===== src/hw/idt_cfg.svh =====
`ifndef IDT_CFG_SVH
`define IDT_CFG_SVH

// ----------------------------------------
// Word layout
// ----------------------------------------
`define IDT_WORD_W 24
`define IDT_OPC_HI 23
`define IDT_OPC_LO 16
`define IDT_OPC_W 8
`define IDT_PAY_W 16
`define IDT_CLS_HI 7
`define IDT_CLS_LO 6
`define IDT_SUB_BIT 5
`define IDT_REG_W 4
`define IDT_MOD_W 2
`define IDT_FADR_W 13
`define IDT_SRC_LO 0
`define IDT_SMOD_LO 4
`define IDT_DST_LO 6
`define IDT_DMOD_LO 10
`define IDT_BASE_LO 12
`define IDT_TOW0_BIT 13
`define IDT_BPOS_LO 9
`define IDT_BYREG_BIT 14
`define IDT_BFILE_BIT 15
`define IDT_LIT5_LO 7
`define IDT_LIT5_W 5
`define IDT_LIT12_LO 4
`define IDT_LIT12_W 12
`define IDT_SEPD_BIT 6
`define IDT_TBL_LO 0

// ----------------------------------------
// Opcodes with special timing
// ----------------------------------------
`define IDT_OP_NOP 8'h00
`define IDT_OP_CALL_ABS 8'h02
`define IDT_OP_JUMP_ABS 8'h04
`define IDT_OP_LONG_LIT 8'h0a
`define IDT_OP_JREL 8'h10
`define IDT_OP_JREL_CMP 8'h11
`define IDT_OP_CALL_IND 8'h12
`define IDT_OP_JUMP_IND 8'h13
`define IDT_OP_TBL_RD 8'h14
`define IDT_OP_TBL_WR 8'h15
`define IDT_OP_RET 8'h16
`define IDT_OP_RETI 8'h17
`define IDT_OP_MOVD 8'h48
`define IDT_COND_MASK 8'hf0
`define IDT_COND_BASE 8'h20
`define IDT_SKIP_MASK 8'hf8
`define IDT_SKIP_BASE 8'h30
`define IDT_EXTRA_W 2
`define IDT_EXTRA_0 2'h0
`define IDT_EXTRA_1 2'h1
`define IDT_EXTRA_2 2'h2
`define IDT_MODE_DIRECT 2'h0
`endif


===== src/hw/idt_pkg.sv =====
`default_nettype none
`include "idt_cfg.svh"
package idt_pkg;
	typedef enum logic [1:0] {
		IDT_CLS_CTRL = 2'h0,
		IDT_CLS_WORD = 2'h1,
		IDT_CLS_LIT = 2'h2,
		IDT_CLS_BIT = 2'h3
	} idt_class_e;

	typedef enum logic [4:0] {
		IDT_ST_RUN = 5'h01,
		IDT_ST_WORD2 = 5'h02,
		IDT_ST_FILL = 5'h04,
		IDT_ST_SKIP = 5'h08,
		IDT_ST_SKIP2 = 5'h10
	} idt_state_e;

	typedef struct packed {
		logic [`IDT_OPC_W-1:0] opcode;
		idt_class_e cls;
		logic [`IDT_REG_W-1:0] base_working_register;
		logic [`IDT_REG_W-1:0] source_working_register;
		logic [`IDT_MOD_W-1:0] src_mode;
		logic [`IDT_REG_W-1:0] destination_working_register;
		logic [`IDT_MOD_W-1:0] dst_mode;
		logic [`IDT_FADR_W-1:0] file_addr;
		logic to_default_working_register;
		logic [`IDT_REG_W-1:0] bit_pos;
		logic bit_by_reg;
		logic bit_on_file;
		logic [`IDT_PAY_W-1:0] literal;
		logic sep_dst;
		logic [`IDT_MOD_W-1:0] tbl_mode;
		logic [`IDT_PAY_W-1:0] ext_word;
		logic two_word;
		logic cond;
		logic skip;
		logic [`IDT_EXTRA_W-1:0] extra;
	} idt_fields_s;

	typedef struct packed {
		logic reg_we;
		logic mem_we;
		logic flag_we;
	} idt_we_s;
endpackage
`default_nettype wire


===== src/hw/idt_decoder.sv =====
`timescale 1ns/100ps
`default_nettype none
`include "idt_cfg.svh"
module idt_decoder
	import idt_pkg::*;
(
	input wire logic CLK,
	input wire logic RST_B,
	input wire logic IW_VALID,
	input wire logic [`IDT_WORD_W-1:0] IW_WORD,
	output logic IW_READY,
	input wire logic COND_TRUE,
	output logic EXEC_VALID,
	output logic EXEC_NOP,
	output idt_fields_s EXEC_OP,
	output idt_we_s EXEC_WE,
	output logic SECOND_ERR
);
	// ----------------------------------------
	// Field decode of the word on the bus
	// ----------------------------------------
	idt_fields_s dec_f;
	idt_we_s dec_we;

	idt_field_dec u_dec (
		.word(IW_WORD),
		.fields(dec_f),
		.we(dec_we)
	);

	idt_state_e state_reg;
	idt_state_e state_next;
	idt_fields_s first_reg;
	idt_we_s first_we_reg;
	logic [`IDT_EXTRA_W-1:0] fill_reg;
	logic [`IDT_EXTRA_W-1:0] fill_next;

	// ----------------------------------------
	// Handshake and decisions
	// ----------------------------------------
	// Fetch stalls during filler cycles of the fill state so the next word is not lost
	wire st_run = (state_reg == IDT_ST_RUN);
	wire st_word2 = (state_reg == IDT_ST_WORD2);
	wire st_fill = (state_reg == IDT_ST_FILL);
	wire st_skip = (state_reg == IDT_ST_SKIP);
	wire st_skip2 = (state_reg == IDT_ST_SKIP2);
	assign IW_READY = !st_fill;
	wire take = IW_VALID && IW_READY;
	wire run_take = st_run && take;
	wire lone_second = run_take && (dec_f.opcode == `IDT_OP_NOP);
	wire start_two = run_take && dec_f.two_word;
	wire issue_one = run_take && !dec_f.two_word && !lone_second;
	wire issue_two = st_word2 && take;
	wire cond_hit = issue_one && dec_f.cond && COND_TRUE;
	wire skip_hit = issue_one && dec_f.skip && COND_TRUE;
	wire [`IDT_EXTRA_W-1:0] extra = cond_hit ? `IDT_EXTRA_1 : dec_f.extra;
	wire bad_top = issue_two &&
		(IW_WORD[`IDT_OPC_HI:`IDT_OPC_LO] != `IDT_OP_NOP);
	wire skip_word = (st_skip || st_skip2) && take;
	wire filler = st_fill || skip_word || lone_second;

	// Two-word result carries the second payload
	wire [`IDT_PAY_W-1:0] iw_payload = IW_WORD[`IDT_PAY_W-1:0];
	idt_fields_s merged;
	always_comb begin
		merged = first_reg;
		merged.ext_word = iw_payload;
	end

	// ----------------------------------------
	// Sequencer
	// ----------------------------------------
	// Next state and filler count
	always_comb begin
		state_next = state_reg;
		fill_next = fill_reg;
		case (state_reg)
			IDT_ST_RUN: begin
				if (start_two) begin
					state_next = IDT_ST_WORD2;
				end else if (skip_hit) begin
					state_next = IDT_ST_SKIP;
				end else if (issue_one && extra != `IDT_EXTRA_0) begin
					state_next = IDT_ST_FILL;
					fill_next = extra;
				end
			end
			IDT_ST_WORD2: begin
				if (take) begin
					state_next = IDT_ST_RUN;
				end
			end
			IDT_ST_FILL: begin
				fill_next = fill_reg - `IDT_EXTRA_1;
				if (fill_reg == `IDT_EXTRA_1) begin
					state_next = IDT_ST_RUN;
				end
			end
			IDT_ST_SKIP: begin
				if (take) begin
					// A skipped two-word costs one more cycle
					state_next = dec_f.two_word ? IDT_ST_SKIP2 : IDT_ST_RUN;
				end
			end
			IDT_ST_SKIP2: begin
				if (take) begin
					state_next = IDT_ST_RUN;
				end
			end
			default: begin
				state_next = IDT_ST_RUN;
			end
		endcase
	end

	// State, count and first-word hold
	always_ff @(posedge CLK or negedge RST_B) begin
		if (!RST_B) begin
			state_reg <= IDT_ST_RUN;
			fill_reg <= `IDT_EXTRA_0;
			first_reg <= '0;
			first_we_reg <= '0;
		end else begin
			state_reg <= state_next;
			fill_reg <= fill_next;
			if (start_two) begin
				first_reg <= dec_f;
				first_we_reg <= dec_we;
			end
		end
	end

	// ----------------------------------------
	// Execute outputs
	// ----------------------------------------
	// Filler cycles drop all write enables
	always_ff @(posedge CLK or negedge RST_B) begin
		if (!RST_B) begin
			EXEC_VALID <= 1'b0;
			EXEC_NOP <= 1'b0;
			EXEC_OP <= '0;
			EXEC_WE <= '0;
			SECOND_ERR <= 1'b0;
		end else begin
			EXEC_VALID <= issue_one || issue_two;
			EXEC_NOP <= filler;
			SECOND_ERR <= bad_top;
			if (issue_one) begin
				EXEC_OP <= dec_f;
				EXEC_WE <= dec_we;
			end else if (issue_two) begin
				EXEC_OP <= merged;
				EXEC_WE <= first_we_reg;
			end else begin
				EXEC_WE <= '0;
			end
		end
	end
endmodule // idt_decoder
`default_nettype wire


===== src/hw/idt_field_dec.sv =====
`timescale 1ns/100ps
`default_nettype none
`include "idt_cfg.svh"
module idt_field_dec
	import idt_pkg::*;
(
	input wire logic [`IDT_WORD_W-1:0] word,
	output idt_fields_s fields,
	output idt_we_s we
);
	// ----------------------------------------
	// Field slicing
	// ----------------------------------------
	wire [`IDT_OPC_W-1:0] opc = word[`IDT_OPC_HI:`IDT_OPC_LO];
	wire [`IDT_PAY_W-1:0] pay = word[`IDT_PAY_W-1:0];
	wire idt_class_e cls = idt_class_e'(opc[`IDT_CLS_HI:`IDT_CLS_LO]);
	wire sub = opc[`IDT_SUB_BIT];
	wire is_file = (cls == IDT_CLS_WORD) && sub;
	wire is_mov_lit = (cls == IDT_CLS_LIT) && sub;
	wire is_two = (opc == `IDT_OP_CALL_ABS) || (opc == `IDT_OP_JUMP_ABS) ||
		(opc == `IDT_OP_LONG_LIT);
	wire is_cond = (opc & `IDT_COND_MASK) == `IDT_COND_BASE;
	wire is_skip = (opc & `IDT_SKIP_MASK) == `IDT_SKIP_BASE;
	wire is_three = (opc == `IDT_OP_RET) || (opc == `IDT_OP_RETI);
	wire is_pair = (opc >= `IDT_OP_JREL && opc <= `IDT_OP_TBL_WR) ||
		(opc == `IDT_OP_MOVD);
	wire [`IDT_MOD_W-1:0] dmod = pay[`IDT_DMOD_LO+:`IDT_MOD_W];
	wire [`IDT_PAY_W-1:0] lit5 = {{(`IDT_PAY_W-`IDT_LIT5_W){1'b0}},
		pay[`IDT_LIT5_LO+:`IDT_LIT5_W]};
	wire [`IDT_PAY_W-1:0] lit12 = {{(`IDT_PAY_W-`IDT_LIT12_W){1'b0}},
		pay[`IDT_LIT12_LO+:`IDT_LIT12_W]};

	// Operand fields come from fixed positions; the class says which are live
	assign fields.opcode = opc;
	assign fields.cls = cls;
	assign fields.base_working_register = pay[`IDT_BASE_LO+:`IDT_REG_W];
	assign fields.source_working_register = pay[`IDT_SRC_LO+:`IDT_REG_W];
	assign fields.src_mode = pay[`IDT_SMOD_LO+:`IDT_MOD_W];
	assign fields.destination_working_register = pay[`IDT_DST_LO+:`IDT_REG_W];
	assign fields.dst_mode = dmod;
	assign fields.file_addr = pay[`IDT_FADR_W-1:0];
	assign fields.to_default_working_register = is_file &&
		pay[`IDT_TOW0_BIT];
	assign fields.bit_pos = pay[`IDT_BPOS_LO+:`IDT_REG_W];
	assign fields.bit_by_reg = pay[`IDT_BYREG_BIT];
	assign fields.bit_on_file = pay[`IDT_BFILE_BIT];
	assign fields.literal = is_mov_lit ? lit12 : lit5;
	assign fields.sep_dst = (cls == IDT_CLS_LIT) && !sub &&
		pay[`IDT_SEPD_BIT];
	assign fields.tbl_mode = pay[`IDT_TBL_LO+:`IDT_MOD_W];
	assign fields.ext_word = '0;
	assign fields.two_word = is_two;
	assign fields.cond = is_cond;
	assign fields.skip = is_skip;
	assign fields.extra = is_three ? `IDT_EXTRA_2 :
		(is_pair ? `IDT_EXTRA_1 : `IDT_EXTRA_0);

	// Write enables; a nop word writes nothing
	assign we.reg_we = (cls == IDT_CLS_WORD && !sub &&
		dmod == `IDT_MODE_DIRECT) || fields.to_default_working_register ||
		(cls == IDT_CLS_LIT && !pay[`IDT_BFILE_BIT]);
	assign we.mem_we = (is_file && !pay[`IDT_TOW0_BIT]) ||
		(cls == IDT_CLS_WORD && !sub && dmod != `IDT_MODE_DIRECT) ||
		(cls == IDT_CLS_BIT) || (is_mov_lit && pay[`IDT_BFILE_BIT]);
	assign we.flag_we = (cls == IDT_CLS_WORD) || (cls == IDT_CLS_BIT) ||
		(cls == IDT_CLS_LIT && !sub);
endmodule // idt_field_dec
`default_nettype wire


===== config.mk =====
export PLATFORM = sky130hd
export DESIGN_NAME = idt_decoder
export DESIGN_NICKNAME = d
export VERILOG_FILES = /design/src/hw/idt_pkg.sv /design/src/hw/idt_decoder.sv /design/src/hw/idt_field_dec.sv
export VERILOG_INCLUDE_DIRS = /design/src /design/src/hw
export SDC_FILE = /design/constraint.sdc
export NUM_CORES = 1
export LEC_CHECK = 0
export ABC_AREA = 1
export BUFFER_PORTS_ARGS = -buffer_cell sky130_fd_sc_hd__buf_4
export CAP_MARGIN = 20
export CORE_UTILIZATION = 45
export DETAILED_ROUTE_END_ITERATION = 8
export PLACE_DENSITY = 0.69
export SLEW_MARGIN = 20
export SYNTH_ARGS = -nofsm -noshare
export SYNTH_HDL_FRONTEND = slang
export SYNTH_SLANG_ARGS = --single-unit

===== constraint.sdc =====
create_clock -name CLK -period 4.7 [get_ports CLK]
set_input_delay 0.47 -clock CLK [delete_from_list [all_inputs] [get_ports CLK]]
set_output_delay 0.47 -clock CLK [all_outputs]
set_load 0.02 [all_outputs]

* After elaboration in Yosys (flattened, before gate mapping)
Index checks and enable logic that the tools add are counted.
** Operators by class
- Reductions and logical operators :: 57
- Mux-type cells :: 20
- $lt $le $gt $ge :: 2
- Eq/ne operators :: 24
- Add/subtract/negate cells :: 1
** Operator list (number)
- 86-bit 2-to-1 mux :: 2
- 5-bit 2-to-1 mux :: 7
- 1-bit logical AND :: 26
- 5-bit case mux with 4 select lines :: 1
- 8-bit by 5-bit equality test with 1-bit output (second input constant) :: 2
- 1-bit logical OR :: 15
- 12-bit 2-to-1 mux :: 1
- 5-bit by 3-bit equality test with 1-bit output (second input constant) :: 2
- 2-bit 2-to-1 mux :: 5
- 8-bit by 2-bit equality test with 1-bit output (second input constant) :: 1
- 8-bit by 3-bit equality test with 1-bit output (second input constant) :: 1
- 8-bit by 4-bit equality test with 1-bit output (second input constant) :: 1
- 8-bit by 7-bit equality test with 1-bit output (second input constant) :: 1
- 8-bit by 5-bit >= comparator with 1-bit output (second input constant) :: 1
- 8-bit by 5-bit less-or-equal comparator with 1-bit output (second input constant) :: 1
- 8-bit logical NOT :: 1
- 2-bit by 1-bit != test with 1-bit output (second input constant) :: 4
- 4-bit AND reduction :: 2
- 2-bit nonzero test :: 4
- 8-bit nonzero test :: 1
- 1-bit logical NOT :: 6
- 3-bit 2-to-1 mux :: 2
- 5-bit by 1-bit equality test with 1-bit output (second input constant) :: 1
- 5-bit by 2-bit equality test with 1-bit output (second input constant) :: 1
- 12 further kinds :: 15
** Word-level totals
- Register bits after elaboration :: 172
- Output and inout bits :: 93

* Depth between registers and ports, before layout
- Word-level depth :: 16
- Mapped depth :: 13

* Hierarchy
A second synthesis with hierarchy kept.
** Unflattened totals
- Cell total of the unflattened synthesis :: 1026
- Area, all modules :: 8514.4 sq um
** Modules (own cells, without submodules)
- idt_decoder :: sequential area each 4305.4 sq um, area each 7622.3 sq um, instances 1, cells an instance 880
- idt_field_dec :: sequential area each 0.0 sq um, area each 892.1 sq um, instances 1, cells an instance 146

* Least setup slack after synthesis
No wires, ideal clock.
- Path type :: reg-to-reg
- Start point :: register state_reg[0]
- End point :: register EXEC_OP[29] (netlist name)
- Slack :: 2.937 ns
- Arrival time :: 1.631 ns
- Period minus slack after synthesis :: 1.763 ns
- Cell stages (with the launch flop) :: 11
- Cell sequence :: dfstp_2 -> nor2_2 -> nand3_4 -> nand2_2 -> nor3_2 -> buf_4 -> inv_2 -> buf_6 -> buf_2 -> nor2_1 -> o32ai_1
** On the way
- Word-level cells in the longest chain between the ends :: 8
** Ends and longest elaborated chain
- start, declared :: line idt_decoder.sv:31 : idt_state_e state_reg;
- start signal, assigned :: line idt_decoder.sv:124 : state_reg <= state_next;
- 5-bit by 3-bit equality test with 1-bit output (*) :: line idt_decoder.sv:44 : wire st_fill = (state_reg == IDT_ST_FILL);
- 1-bit logical NOT (*) :: line idt_decoder.sv:47 : assign IW_READY = !st_fill;
- named net IW_READY :: line idt_decoder.sv:11 : output logic IW_READY,
- 1-bit logical AND (*) :: line idt_decoder.sv:48 : wire take = IW_VALID && IW_READY;
- 1-bit logical AND :: line idt_decoder.sv:49 : wire run_take = st_run && take;
- 1-bit logical AND :: line idt_decoder.sv:50 : wire lone_second = run_take && (dec_f.opcode == `IDT_OP_NOP);
- 1-bit logical NOT :: line idt_decoder.sv:52 : wire issue_one = run_take && !dec_f.two_word && !lone_second;
- 1-bit logical AND :: line idt_decoder.sv:52
- 86-bit 2-to-1 mux or 2-bit nonzero test (tied branches)
- end signal, assigned :: line idt_decoder.sv:152 : EXEC_OP <= merged;
- end, declared :: line idt_decoder.sv:15 : output idt_fields_s EXEC_OP,
The timed path passes the listed nets; every way through them passes the cells marked *.
A chain may end at the register's enable or synchronous reset.

* Final worst setup path
- Start point :: register state_reg[3]
- End point :: register EXEC_OP[23] (netlist name)
** On the way
- Word-level cells in the longest chain between the ends :: 8
** Ends and longest elaborated chain (line)
- 5-bit by 3-bit equality test with 1-bit output :: idt_decoder.sv:44
- 1-bit logical NOT :: idt_decoder.sv:47
- 1-bit logical AND :: idt_decoder.sv:48
- 1-bit logical AND :: idt_decoder.sv:49
- 1-bit logical AND :: idt_decoder.sv:50
- 1-bit logical NOT :: idt_decoder.sv:52
- 1-bit logical AND :: idt_decoder.sv:52
- 86-bit 2-to-1 mux or 2-bit nonzero test (tied branches)
Several ways; a longest one is shown, not always the timed one.

==> key figures <==
Global route
  – Global-route congestion overflow total: 0
  – First-pass GRT wire length: approximately 21000 um
  – Overall routing resource usage: 0.2293
  – Pin count of the biggest net entering global routing: 68
  – Antenna violations before repair: 0
  – Via count of the first global-routing pass: about 4300

Floorplanning
  – Number of core rows: 39
  – Initial core utilization: 0.4611
  – Die Span X: 109.9 um
  – Die Area: between 10000 and 15000 um^2
  – IO Pins: around 120
  – Die Ht: 109.9 um
  – Floorplan Core Area: 11370 um^2

Synth
  – Count of distinct cell types in the synthesized netlist: 36
  – Post-synthesis instance total: a little under 600
  – Average cell area after synthesis: around 9 um^2
  – Top FF cell, synth: dfrtp_1
  – Post-synthesis register bit count: 118
  – Share of synthesized flip-flops with an asynchronous set or reset: 1.000
  – Netlist area before placement: around 5200 um^2
  – Portion of the post-synthesis area used by sequential elements: 0.5635
  – Synth warnings: 0
  – Post-synth EDFFs: 0

Critical path
  – Worst EP required: 4990 ps
  – Setup slack of the worst register-to-register path: 1830 ps
  – Worst r2r dst: EXEC_OP[23]
  – Critical Path, Cell by Cell: nor2_2 -> nand2_1 -> nor2_1 -> nand3_2 -> nor2_4 -> inv_2 -> o311ai_0
  – Crit Path Class: flip-flop to flip-flop
  – WP data arrival: about 3200 ps
  – Delay-heaviest family, CP: simple AND/OR/NAND/NOR gates
  – Startpoint of the lowest-slack register-to-register path: state_reg[3]
  – Delay of the slowest cell on the worst path: about 700 ps
  – Path depth of the worst reg2reg path: 7
  – Maximum fanout encountered on the critical timing path: 34
  – Number of buffers and inverters on the critical path: 1
  – Sort of element at the start of the critical path: flip-flop
  – Crit-path slowest cell: nor2_4
  – Worst setup EP type: flip-flop

Clocking
  – Post-cts repair resize count: 0
  – Clk_lat worst skew: between 400 and 500 ps
  – Post-CTS clock slew at the launch and capture registers of the worst setup and hold paths: 50 ps
  – Deepest level of the CTS H-tree: 4
  – CTS root buffer: clkbuf_16
  – Hold buffer count at CTS: 0
  – Post-CTS Setup Bufs: 0
  – Sinks on Clock Net: approximately 120
  – TritonCTS clock tree: yes
  – Max Root-Sink Buffers: 2
  – Clock buffer count from CTS: 17

Routing
  – Final antenna-violating net count: 0
  – Iteration-0 DRC count of the detailed router: 240
  – Routed length per placed instance: ~16 um
  – Post-detailed-routing wire length: 13000 um
  – Drt via density: approximately 5.3
  – DRC Markers: 0
  – Total number of vias: 4392
  – Detailed Routing Iterations Pass 1: 5

STA
  – Share of the clock period used by the worst path: 0.6108
  – Layout Skew: 6.479 ps
  – Unrepaired setup endpoints after global routing: no
  – Max-slew violation count: 0
  – Setup Viol. Count Final: 0
  – Headroom to the max-slew limit: 0.4037
  – Total negative setup slack: 0 ps
  – Crit path setup slack, layout: roughly 1800 ps
  – Maximum achievable frequency: around 0.35 GHz
  – Final critical delay including setup and external delays: 2871 ps
  – Final Hold Violating Endpoints: 0
  – Worst-Margin Slew: between 800 and 900 ps

Cells and area
  – Area occupied by multi-input gates: roughly 1600 um^2
  – Combined flip-flop and latch cell area: around 3000 um^2
  – Share of layout cells above drive strength 1: 0.2427
  – Diodes inserted: 0
  – Fill count: 987
  – Final core area utilization: 0.5889
  – Number of nets in the finished design: 700
  – Largest register FFs: slightly below 60
  – Growth of design area from synthesis to finish: 27.71%

Place
  – Hpwl dp: about 8400 um
  – Dpl ws: roughly 1900 ps
  – Final Wtd Congestion: roughly 0.88
  – Input/output buffers: 116

Power
  – Maximum resistive drop on vdd: between 0.3 and 0.4 mV
  – Pwr per Cell Area: between 600 and 700 nW/um^2
  – P_leak: ~3.5 nW

Hold path
  – Worst hold path type: input pin to asynchronous set/reset pin

Run status
  – Result of the run: finished, final reports clean

Flow run
  – Max Cap Violations: 0
-- layer usage --
| metal | track usage | routed length [um] |
|---|---|---|
| met5 | 0 | 0 |
| met4 | 0.09714 | 288 |
| met3 | 0.05335 | 938 |
| met2 | 0.3679 | 6246 |
| met1 | 0.2976 | 5529 |
-- cells by family after synthesis --
| kind of cell | Yosys count | share of synthesized area |
|---|---|---|
| other | 1 | 0.0007153 |
| adders and majority gates | 1 | 0.002386 |
| AOI/OAI and AO/OA | 134 | 0.1575 |
| DFF | 118 | 0.5635 |
| muxes | 1 | 0.001909 |
| buffers and inverters | 150 | 0.1337 |
| and+or+nand+nor | 177 | 0.1403 |
-- synth_stat cells, drive strengths merged, types with 3 or more instances --
library cell,count,share of area
a21oi,15,0.014
a22oi,14,0.020
a31oi,3,0.0036
buf,45,0.058
clkbuf,8,0.0057
dfrtp,117,0.56
inv,97,0.069
nand2,110,0.079
nand3,11,0.014
nand4,4,0.0048
nor2,47,0.037
nor3,4,0.0048
o211ai,18,0.026
o21a,3,0.0043
o21ai,63,0.060
o221ai,11,0.018
o32ai,3,0.0050
-- placed cells by master (no fill, tap or decap), drive strengths merged --
cell	netlist	final
o2111ai	1	1
o22ai	1	1
o21a	3	3
a22oi	14	14
clkbuf	8	24
nor3	4	4
o221ai	11	11
a211oi	1	1
mux2i	1	1
nor2	47	47
o21ai	63	63
dfrtp	117	117
clkinv	0	2
o32ai	3	3
bufinv	0	5
inv	97	97
o211ai	18	18
clkinvlp	0	1
nand2	110	110
ha	1	1
nand4	4	4
conb	1	4
o311ai	1	1
a31oi	3	3
dfstp	1	1
a21oi	15	15
or2	1	1
nand3	11	11
buf	45	120
-- where the power goes --
part	switching [mW]	internal [mW]
combinational	0.787	0.525
sequential	0.179	1.28
clock	0.441	0.996
-- per-stage QoR --
stage	power, mW	cell area (um^2)	std cells	hold slack, ps
after detailed placement	2.766	6008	794	438.3
final	4.205	6695	827	144.8
after global routing	4.405	6695	827	218.1
after floorplan	2.310	5254	585	174.4
after global placement	2.734	6008	794	437.4
after CTS	4.214	6668	826	185.5
-- worst max path at each step --
stage / startpoint / to / slack [ps] / cells past startpoint
after global placement: IW_WORD[21] / EXEC_OP[35] / 1960 / 11
after global routing: state_reg[3] / EXEC_OP[25] / 1630 / 8
final: state_reg[3] / EXEC_OP[23] / 1830 / 7
after floorplan: state_reg[0] / EXEC_OP[29] / 2940 / 10
after CTS: state_reg[3] / EXEC_OP[23] / 1890 / 7
after detailed placement: IW_WORD[21] / EXEC_OP[35] / 1890 / 11
-- final cells by class --
cell class,instances,area share
clock inverter,8,0.02504
sequential,118,0.4412
tap,143,0.02672
inverter,97,0.05438
clock buffer,24,0.07344
multi-input combinational,317,0.2416
timing repair buffer,120,0.1375
No activity file was read; power rests on OpenSTA's default activity.
